$ cat config.mk
export PLATFORM = sky130hd
export DESIGN_NAME = drm_diag_readback
export DESIGN_NICKNAME = d
export VERILOG_FILES = /design/src/logic/drm_pkg.sv /design/src/logic/drm_diag_readback.sv /design/src/logic/drm_reset_sync.sv /design/src/logic/drm_result_slot.sv
export SDC_FILE = /design/constraint.sdc
export NUM_CORES = 1
export LEC_CHECK = 0
export CAP_MARGIN = 0
export CORE_ASPECT_RATIO = 1.5
export CORE_MARGIN = 1.5
export CORE_UTILIZATION = 35
export CTS_BUF_LIST = sky130_fd_sc_hd__clkbuf_16
export CTS_CLUSTER_DIAMETER = 30
export DETAILED_ROUTE_END_ITERATION = 8
export DONT_BUFFER_PORTS = 1
export PLACE_DENSITY = 0.56
export SYNTH_ARGS = -nofsm -noshare
export SYNTH_HDL_FRONTEND = slang
export SYNTH_SLANG_ARGS = --single-unit
$ cat constraint.sdc
create_clock -name core_clk_in -period 2.7 [get_ports core_clk_in]
set_clock_uncertainty 0.15 [all_clocks]
set_input_delay 0.405 -clock core_clk_in [delete_from_list [all_inputs] [get_ports core_clk_in]]
set_output_delay 0.405 -clock core_clk_in [all_outputs]
set_load 0.01 [all_outputs]
$ cat src/logic/drm_pkg.sv
`default_nettype none
package drm_pkg;
  // ----------------------------------------
  // Widths
  // ----------------------------------------
  localparam int unsigned ADDR_W = 8;
  localparam int unsigned DATA_W = 8;
  localparam int unsigned RESULT_W = 12;
  localparam int unsigned TAG_W = 4;
  localparam int unsigned NUM_POINTS = 5;

  // ----------------------------------------
  // Register offsets
  // ----------------------------------------
  localparam logic [7:0] OFS_DIAG_RESULT_CONFIG = 8'h55;
  localparam logic [7:0] OFS_BATTERY_RESULT_HIGH = 8'h56;
  localparam logic [7:0] OFS_BATTERY_RESULT_LOW = 8'h57;
  localparam logic [7:0] OFS_MIC_BIAS_RESULT_HIGH = 8'h58;
  localparam logic [7:0] OFS_MIC_BIAS_RESULT_LOW = 8'h59;
  localparam logic [7:0] OFS_INPUT1_POS_RESULT_HIGH = 8'h5A;
  localparam logic [7:0] OFS_INPUT1_POS_RESULT_LOW = 8'h5B;
  localparam logic [7:0] OFS_INPUT1_NEG_RESULT_HIGH = 8'h5C;
  localparam logic [7:0] OFS_INPUT1_NEG_RESULT_LOW = 8'h5D;
  localparam logic [7:0] OFS_INPUT2_POS_RESULT_HIGH = 8'h5E;
  localparam logic [7:0] OFS_INPUT2_POS_RESULT_LOW = 8'h5F;

  // ----------------------------------------
  // Configuration fields and reset values
  // ----------------------------------------
  localparam int unsigned POS_FREEZE_RESULT_UPDATE = 0;
  localparam int unsigned POS_SUPPLY_TEMP_RESULT_SUBSTITUTE = 1;
  localparam logic [7:0] RST_DIAG_RESULT_CONFIG = 8'h00;
  localparam logic [7:0] RST_RESULT_HIGH = 8'h00;
  localparam logic [3:0] RST_RESULT_NIBBLE = 4'h0;
  localparam logic [7:0] READ_UNMAPPED = 8'h00;

  // ----------------------------------------
  // Channel tags, indexed by point
  // ----------------------------------------
  localparam logic [3:0] TAG_BATTERY_SENSE_POINT = 4'h0;
  localparam logic [3:0] TAG_MIC_BIAS = 4'h1;
  localparam logic [3:0] TAG_INPUT1_POSITIVE_LEG = 4'h2;
  localparam logic [3:0] TAG_INPUT1_NEGATIVE_LEG = 4'h3;
  localparam logic [3:0] TAG_INPUT2_POSITIVE_LEG = 4'h4;
  localparam logic [19:0] POINT_TAGS = {TAG_INPUT2_POSITIVE_LEG,
    TAG_INPUT1_NEGATIVE_LEG, TAG_INPUT1_POSITIVE_LEG, TAG_MIC_BIAS,
    TAG_BATTERY_SENSE_POINT};
endpackage : drm_pkg
`default_nettype wire

$ cat src/logic/drm_diag_readback.sv
// Overview of operation
// RL1: Hold bit 0 keeps results refreshing; hold bit 1 freezes them.
// RL2: Writable override bit enables supply/temperature substitution when set.
// RL3: Each point's upper result byte reads in bits 7-0, reset zero.
// RL4: Each point's lower nibble reads in bits 7-4, reset zero.
// RL5: Battery lower register tag bits 3-0 read 0000b.
// RL6: Mic bias lower register tag bits 3-0 read 0001b.
// RL7: Input 1 positive leg tag bits 3-0 read 0010b.
// RL8: Input 1 negative leg tag bits 3-0 read 0011b.
// RL9: Input 2 positive leg tag bits 3-0 read 0100b.
// RL10: Software writes zero to config bits 7-2; they read as zero.
// RL11: Byte and nibble update together from one 12-bit result.
`timescale 1ns/1ns
`default_nettype none
module drm_diag_readback (
  input wire logic core_clk_in,
  input wire logic rstn_in,
  input wire logic [drm_pkg::ADDR_W-1:0] reg_addr_in,
  input wire logic reg_wr_en_in,
  input wire logic [drm_pkg::DATA_W-1:0] reg_wdata_in,
  input wire logic reg_rd_en_in,
  output logic [drm_pkg::DATA_W-1:0] reg_rdata_out,
  input wire logic sample_valid_in,
  input wire logic [drm_pkg::TAG_W-1:0] sample_tag_in,
  input wire logic [drm_pkg::RESULT_W-1:0] sample_data_in,
  output logic freeze_result_update_out,
  output logic supply_temp_result_substitute_out
);
  import drm_pkg::*;

  // ----------------------------------------
  // State
  // ----------------------------------------
  typedef struct packed {
    logic freeze_result_update;
    logic supply_temp_result_substitute;
    logic [7:0] rdata;
  } drm_top_state_t;

  drm_top_state_t st_q;
  drm_top_state_t st_d;
  logic rstn_sync;
  logic [7:0] high_bytes [NUM_POINTS];
  logic [7:0] low_bytes [NUM_POINTS];
  logic [7:0] cfg_read;
  logic [7:0] read_mux;

  drm_reset_sync u_reset_sync (
    .core_clk_in(core_clk_in),
    .rstn_in(rstn_in),
    .rstn_sync_out(rstn_sync)
  );

  // ----------------------------------------
  // Result slots, tags 0..4 in point order
  // ----------------------------------------
  genvar gi;
  generate
    for (gi = 0; gi < NUM_POINTS; gi++) begin : g_point
      drm_result_slot #(
        .CHANNEL_TAG(POINT_TAGS[gi*TAG_W +: TAG_W]) // see RL5 see RL6 see RL7 see RL8 see RL9
      ) u_slot (
        .core_clk_in(core_clk_in),
        .rstn_in(rstn_sync),
        .sample_valid_in(sample_valid_in),
        .sample_tag_in(sample_tag_in),
        .sample_data_in(sample_data_in),
        .freeze_in(st_q.freeze_result_update), // see RL1
        .result_high_out(high_bytes[gi]),
        .result_low_out(low_bytes[gi])
      );
    end
  endgenerate

  // Read decode below serves exactly five points
  if ((NUM_POINTS != 5) ||
      ($bits(POINT_TAGS) != NUM_POINTS * TAG_W)) begin : g_bad_points
    $error("point count and tag table do not match the read decode");
  end

  // ----------------------------------------
  // Read decode
  // ----------------------------------------
  always_comb begin
    cfg_read = 8'h00; // see RL10
    cfg_read[POS_FREEZE_RESULT_UPDATE] = st_q.freeze_result_update;
    cfg_read[POS_SUPPLY_TEMP_RESULT_SUBSTITUTE] =
      st_q.supply_temp_result_substitute;
    case (reg_addr_in)
      OFS_DIAG_RESULT_CONFIG: read_mux = cfg_read;
      OFS_BATTERY_RESULT_HIGH: read_mux = high_bytes[0];
      OFS_BATTERY_RESULT_LOW: read_mux = low_bytes[0];
      OFS_MIC_BIAS_RESULT_HIGH: read_mux = high_bytes[1];
      OFS_MIC_BIAS_RESULT_LOW: read_mux = low_bytes[1];
      OFS_INPUT1_POS_RESULT_HIGH: read_mux = high_bytes[2];
      OFS_INPUT1_POS_RESULT_LOW: read_mux = low_bytes[2];
      OFS_INPUT1_NEG_RESULT_HIGH: read_mux = high_bytes[3];
      OFS_INPUT1_NEG_RESULT_LOW: read_mux = low_bytes[3];
      OFS_INPUT2_POS_RESULT_HIGH: read_mux = high_bytes[4];
      OFS_INPUT2_POS_RESULT_LOW: read_mux = low_bytes[4];
      default: read_mux = READ_UNMAPPED;
    endcase
  end

  // ----------------------------------------
  // Next state
  // ----------------------------------------
  always_comb begin
    st_d = st_q;
    // Only bits 1:0 are stored; upper bits are dropped on write
    if (reg_wr_en_in && (reg_addr_in == OFS_DIAG_RESULT_CONFIG)) begin
      st_d.freeze_result_update =
        reg_wdata_in[POS_FREEZE_RESULT_UPDATE]; // see RL1
      st_d.supply_temp_result_substitute =
        reg_wdata_in[POS_SUPPLY_TEMP_RESULT_SUBSTITUTE]; // see RL2
    end
    // Read data holds until the next read strobe
    if (reg_rd_en_in) begin
      st_d.rdata = read_mux;
    end
  end

  always_ff @(posedge core_clk_in or negedge rstn_sync) begin
    if (!rstn_sync) begin
      st_q.freeze_result_update <=
        RST_DIAG_RESULT_CONFIG[POS_FREEZE_RESULT_UPDATE];
      st_q.supply_temp_result_substitute <=
        RST_DIAG_RESULT_CONFIG[POS_SUPPLY_TEMP_RESULT_SUBSTITUTE];
      st_q.rdata <= READ_UNMAPPED;
    end else begin
      st_q <= st_d;
    end
  end

  assign reg_rdata_out = st_q.rdata;
  assign freeze_result_update_out = st_q.freeze_result_update;
  assign supply_temp_result_substitute_out =
    st_q.supply_temp_result_substitute; // see RL2
endmodule : drm_diag_readback
`default_nettype wire

$ cat src/logic/drm_reset_sync.sv
`timescale 1ns/1ns
`default_nettype none
module drm_reset_sync (
  input wire logic core_clk_in,
  input wire logic rstn_in,
  output logic rstn_sync_out
);
  typedef struct packed {
    logic stage1;
    logic stage2;
  } drm_rsync_state_t;

  drm_rsync_state_t st_q;
  drm_rsync_state_t st_d;

  always_comb begin
    st_d = st_q;
    st_d.stage1 = 1'b1;
    st_d.stage2 = st_q.stage1;
  end

  always_ff @(posedge core_clk_in or negedge rstn_in) begin
    if (!rstn_in) begin
      st_q <= '0;
    end else begin
      st_q <= st_d;
    end
  end

  assign rstn_sync_out = st_q.stage2;
endmodule : drm_reset_sync
`default_nettype wire

$ cat src/logic/drm_result_slot.sv
`timescale 1ns/1ns
`default_nettype none
module drm_result_slot #(
  parameter logic [3:0] CHANNEL_TAG = 4'h0
) (
  input wire logic core_clk_in,
  input wire logic rstn_in,
  input wire logic sample_valid_in,
  input wire logic [3:0] sample_tag_in,
  input wire logic [11:0] sample_data_in,
  input wire logic freeze_in,
  output logic [7:0] result_high_out,
  output logic [7:0] result_low_out
);
  import drm_pkg::*;

  typedef struct packed {
    logic [11:0] result;
  } drm_slot_state_t;

  drm_slot_state_t st_q;
  drm_slot_state_t st_d;

  always_comb begin
    st_d = st_q;
    // Whole 12-bit word in one edge so byte and nibble never tear
    if (sample_valid_in && (sample_tag_in == CHANNEL_TAG) && !freeze_in) begin
      st_d.result = sample_data_in; // see RL1 see RL11
    end
  end

  always_ff @(posedge core_clk_in or negedge rstn_in) begin
    if (!rstn_in) begin
      st_q.result <= {RST_RESULT_HIGH, RST_RESULT_NIBBLE};
    end else begin
      st_q <= st_d;
    end
  end

  assign result_high_out = st_q.result[11:4]; // see RL3
  assign result_low_out = {st_q.result[3:0], CHANNEL_TAG}; // see RL4
endmodule : drm_result_slot
`default_nettype wire

Word-level counts from Yosys, hierarchy flattened

Cells that the tools add are included.
Widths: inputs -> output; s select.

Output and inout bits: 10
Flip-flop bits (word level): 72
Bits of input ports: 37
Word-level logic and storage cells: 39

Mux-type cells: 1
Reduce and logical (&&, ||, !) cells: 13
Eq/ne operators: 15

Operator list:

| operator           | number |
|---|---|
| $eq 8x7->1 const B | 11 |
| $pmux 8 s11        | 1 |
| $logic_and 1x1->1  | 11 |
| $eq 4x2->1 const B | 2 |
| $eq 4x1->1 const B | 1 |
| $eq 4x3->1 const B | 1 |
| $logic_not 4->1    | 1 |
| $logic_not 1->1    | 1 |

Depth between registers and ports, before layout

Depth in word-level cells: 3
Gate-level depth with buffers: 7
Mapped depth without buffers: 5

By module

A second synthesis with hierarchy kept.

Cells, all modules: 327
Area total of the unflattened synthesis: 4033.9 µm²

By module, submodules not included:

| module                                   | cells an instance | area an instance (µm²) | seq. area each (µm²) | instances |
|---|---|---|---|---|
| drm_result_slot at g_point[1].u_slot ... | 33                | 548.0                  | 300.3                | 3 |
| drm_diag_readback                        | 159               | 1292.5                 | 250.2                | 1 |
| drm_result_slot at g_point[0].u_slot     | 33                | 540.5                  | 300.3                | 1 |
| drm_result_slot at g_point[3].u_slot     | 33                | 503.0                  | 300.3                | 1 |
| drm_reset_sync                           | 3                 | 53.8                   | 50.0                 | 1 |

Least setup slack after synthesis

OpenSTA, ideal clock, no wires.

Path type: in2reg
Start: input reg_addr_in[7] (netlist name)
End: register st_q, in the netlist reg_rdata_out[7]
Stages on the path: 5
Setup time: 91 ps
Arrival time: 1412 ps
Buffers on the path: 1
Required time: 2459 ps
Slack: 1047 ps
Cell sequence: and4bb_1 > buf_4 > nand2_4 > or4_1 > o221ai_1

Longest elaborated chain between the ends: 2
Elaborated cells on any way between the ends: 12
Classes of those cells: eq/ne (11); mux (1)

Ends and longest elaborated chain:

| element                | RTL line                 | text |
|---|---|---|
| start: declaration     | drm_diag_readback.sv:18  | `input wire logic [drm_pkg::ADDR_W-1:0] reg_addr_in,` |
| $eq 8x7->1             | drm_diag_readback.sv:89  | `case (reg_addr_in)` |
| $pmux 8 s11 *          | drm_diag_readback.sv:89  |  |
| end signal: assignment | drm_diag_readback.sv:131 | `st_q <= st_d;` |
| end: declaration       | drm_diag_readback.sv:40  | `drm_top_state_t st_q;` |

Mark *: on every way between the ends. The rest lies on a longest branch, timed or not.
A chain may end at the register's enable or synchronous reset.

Final worst setup path

Start: register st_q, in the netlist freeze_result_update_out
End: register g_point[0].u_slot.st_q[7] (netlist name)

Longest elaborated chain between the ends: 2

Ends and longest elaborated chain:

| element                | RTL line              | text |
|---|---|---|
| $logic_not 1->1        | drm_result_slot.sv:27 | `if (sample_valid_in && (sample_tag_in == CHANNEL_TAG) && !freeze_in) begin` |
| $logic_and 1x1->1      | drm_result_slot.sv:27 |  |
| end signal: assignment | drm_result_slot.sv:36 | `st_q <= st_d;` |
| end: declaration       | drm_result_slot.sv:21 | `drm_slot_state_t st_q;` |

Every way passes these cells.

==> results.json <==
{
  "status": "finished clean",
  "antenna_found_initial": 0,
  "drt-total-wl_um": 7736,
  "port_buffers": 0,
  "path_max_fanout": 12,
  "clockRootBuffer": "clkbuf_16",
  "max_freq_mhz": 511.9,
  "rows": 43,
  "synthFlopType": "dfrtp_1",
  "dr.first_iter.drc_count": 88,
  "yosysMostFrequentCell": "dfrtp_1",
  "postCtsHoldBufs": 1,
  "die_y_um": 123.3,
  "cts_repair_resize_count": 0,
  "path_buf_inv": 0,
  "rsz0062_at_grt": "false",
  "hp-class": "flip-flop to asynchronous set/reset pin",
  "cp.arrival_ns": 2.02,
  "worst_pin_slew_ns": 0.6843,
  "synth-seq-area-share_pct": 53.31,
  "postPlaceCellArea_um2": 3501,
  "dp_hpwl_um": 5198,
  "grt_max_degree": 34,
  "die_w_um": 83.23,
  "clock_path_buffers": 2,
  "first_pass_iters": 4,
  "synth_enable_flop_cells": 0,
  "grt_use_total_pct": 16.42,
  "async_flop_share_pct": 100.0,
  "remaining_drc_errors": 0,
  "yosysUniqueCellTypes": 40,
  "globalRouteOverflowTotal": 0,
  "syn_inst": 257,
  "area_delta_synth_final_pct": 11.33,
  "period_needed_ns": 1.953,
  "max-cap-violations": 0,
  "crit_required_ns": 2.77,
  "setup_ws_ns": 0.7466,
  "die_area_um2": 10270,
  "gp_congestion": 0.7907,
  "fill_cells": 879,
  "leakagePower_nw": 1.641,
  "slew_violations": 0,
  "power_mw": 2.779,
  "setup_tns_ns": 0,
  "rrSetupSlack_ns": 0.75,
  "wl_per_cell_um": 20.47,
  "cts_made_buffers": 9,
  "clock-sinks": 72,
  "grt_pass1_wl_um": 12320,
  "crit_type": "flip-flop to flip-flop",
  "ir_worst_vdd_mv": 0.3570,
  "nets": 298,
  "dp_slack_ns": 0.7234,
  "ant_nets": 0,
  "clock_latency_ns": 0.34,
  "cp-end-kind": "flip-flop",
  "netlist_top_cells_count": "72 x dfrtp_1, 70 x mux2_2, 10 x buf_2, 10 x mux2i_1, 8 x nor2_1",
  "synth_top_area_share_pct": 53.31,
  "regArea_um2": 1803,
  "fin_crit_sh_pct": 72.35,
  "slowest_stage": "nand2_1",
  "cp_cell_sequence": "nand2b_4 -> nor3_4 -> nand2_1 -> mux2_2",
  "cts_setup_buffers": 0,
  "multi_input_area_um2": 1478,
  "avgSynthCellArea_um2": 13.15,
  "drive_above_1_share_pct": 33.83,
  "grt_pass1_vias": 2259,
  "max-slew-margin-rel_pct": 54.27,
  "vias": 2117,
  "htreeDepth": 3,
  "syn-num-nets": 294,
  "start_kind": "flip-flop",
  "avgViaCountPerCell": 5.601,
  "synth_top_area_cell": "dfrtp_1",
  "clkSlewWorstSetupHoldPaths_ns": 0.05,
  "cts_tree": "built",
  "setup_viol": 0,
  "coreArea_um2": 9308,
  "ys_ff_latch": 72,
  "holdWs_ns": 0.06217,
  "num_antenna_cells": 0,
  "start_util_pct": 36.31,
  "cp_top_family": "simple AND/OR/NAND/NOR gates",
  "syn_area_um2": 3379,
  "max_stage_delay_ns": 0.45,
  "boundaryPins": 47,
  "synth_area_leaders": "dfrtp_1 53%, mux2_2 23%, mux2i_1 3.0%",
  "yosysWarnings": 0,
  "finalHoldViolCount": 0,
  "p_per_area_nw_per_um2": 738.7,
  "fin_area_um2": 3762
}
==> per-stage QoR <==
| stage | util [%] | cells |
|---|---|---|
| after floorplan | - | 257 |
| after global placement | 37.61 | 361 |
| after detailed placement | 37.61 | 361 |
| after CTS | 40.42 | 378 |
| after global routing | 40.42 | 378 |
| final | 40.42 | 378 |
==> flip-flops by register name (all words and copies together), names as in the netlist <==
signal	count
g_point.u_slot.st_q	60
reg_rdata_out	8
freeze_result_update_out	1
supply_temp_result_substitute_out	1
u_reset_sync.rstn_sync_out	1
u_reset_sync.st_d	1
==> where the power goes <==
part / internal [mW] / switching (mW) / total (mW)
sequential: 1.29 / 0.107 / 1.40
combinational: 0.242 / 0.132 / 0.374
clock: 0.597 / 0.408 / 1.00
==> layout make-up <==
| cell class | count | area share, % |
|---|---|---|
| multi-input cells | 166 | 39.28 |
| repair buffers | 8 | 1.995 |
| inverters | 4 | 0.3991 |
| clock inverters | 7 | 0.6984 |
| clock buffers | 9 | 5.986 |
| well taps | 112 | 3.725 |
| flip-flops and latches | 72 | 47.92 |
==> routing by layer <==
layer / share of wire [%] / global-route usage (%)
met1: 40 / 18.03
met2: 53 / 28.30
met3: 4.3 / 3.872
met4: 3.0 / 11.15
met5: 0 / 0
==> cells by family (layout without fill, tap and decap cells) <==
group	count (synthesis)	in the layout	synth area share (%)
buffers and inverters	19	28	2.962
and+or+nand+nor	41	41	7.331
other	1	1	0.1110
AOI/OAI and AO/OA	43	43	9.219
DFF	72	72	53.31
muxes	81	81	27.06
==> worst reg2reg max path: cells and delay by family (launching register included) <==
family           cells  cell delay (ns)
DFF                  1             0.44
muxes                1             0.44
and+or+nand+nor      3             0.80
==> final timing paths <==
path                                                            from                                             to  depth (start not counted)
max in group asynchronous       u_reset_sync.rstn_sync_out$_DFF_PN0_          g_point[3].u_slot.st_q[4]$_DFFE_PN0P_                          1
worst min-delay path            u_reset_sync.rstn_sync_out$_DFF_PN0_          g_point[1].u_slot.st_q[6]$_DFFE_PN0P_                          0
worst max-delay path            freeze_result_update_out$_DFFE_PN0P_          g_point[0].u_slot.st_q[7]$_DFFE_PN0P_                          4
min in group core_clk_in                             reg_wdata_in[1]  supply_temp_result_substitute_out$_DFFE_PN0P_                          1
worst max register to register  freeze_result_update_out$_DFFE_PN0P_          g_point[0].u_slot.st_q[7]$_DFFE_PN0P_                          4
worst min register to register  u_reset_sync.rstn_sync_out$_DFF_PN0_          g_point[1].u_slot.st_q[6]$_DFFE_PN0P_                          0
==> cell usage in the layout (no fill, tap or decap), types with 2 or more instances in the layout <==
cell type  count
dfrtp_1       71
mux2_2        70
inv_1         10
mux2i_1       10
clkbuf_16      9
nor2_1         8
nand3_1        7
o2bb2ai_1      7
nor2b_1        6
a22oi_1        6
nand2_1        6
buf_4          6
a31oi_1        5
a21oi_1        5
o21ai_0        5
a311oi_1       3
nand3b_1       2
nand4_1        2
o21bai_1       2
a221oi_1       2
nor3_1         2
(Power assumes the default switching activity.)
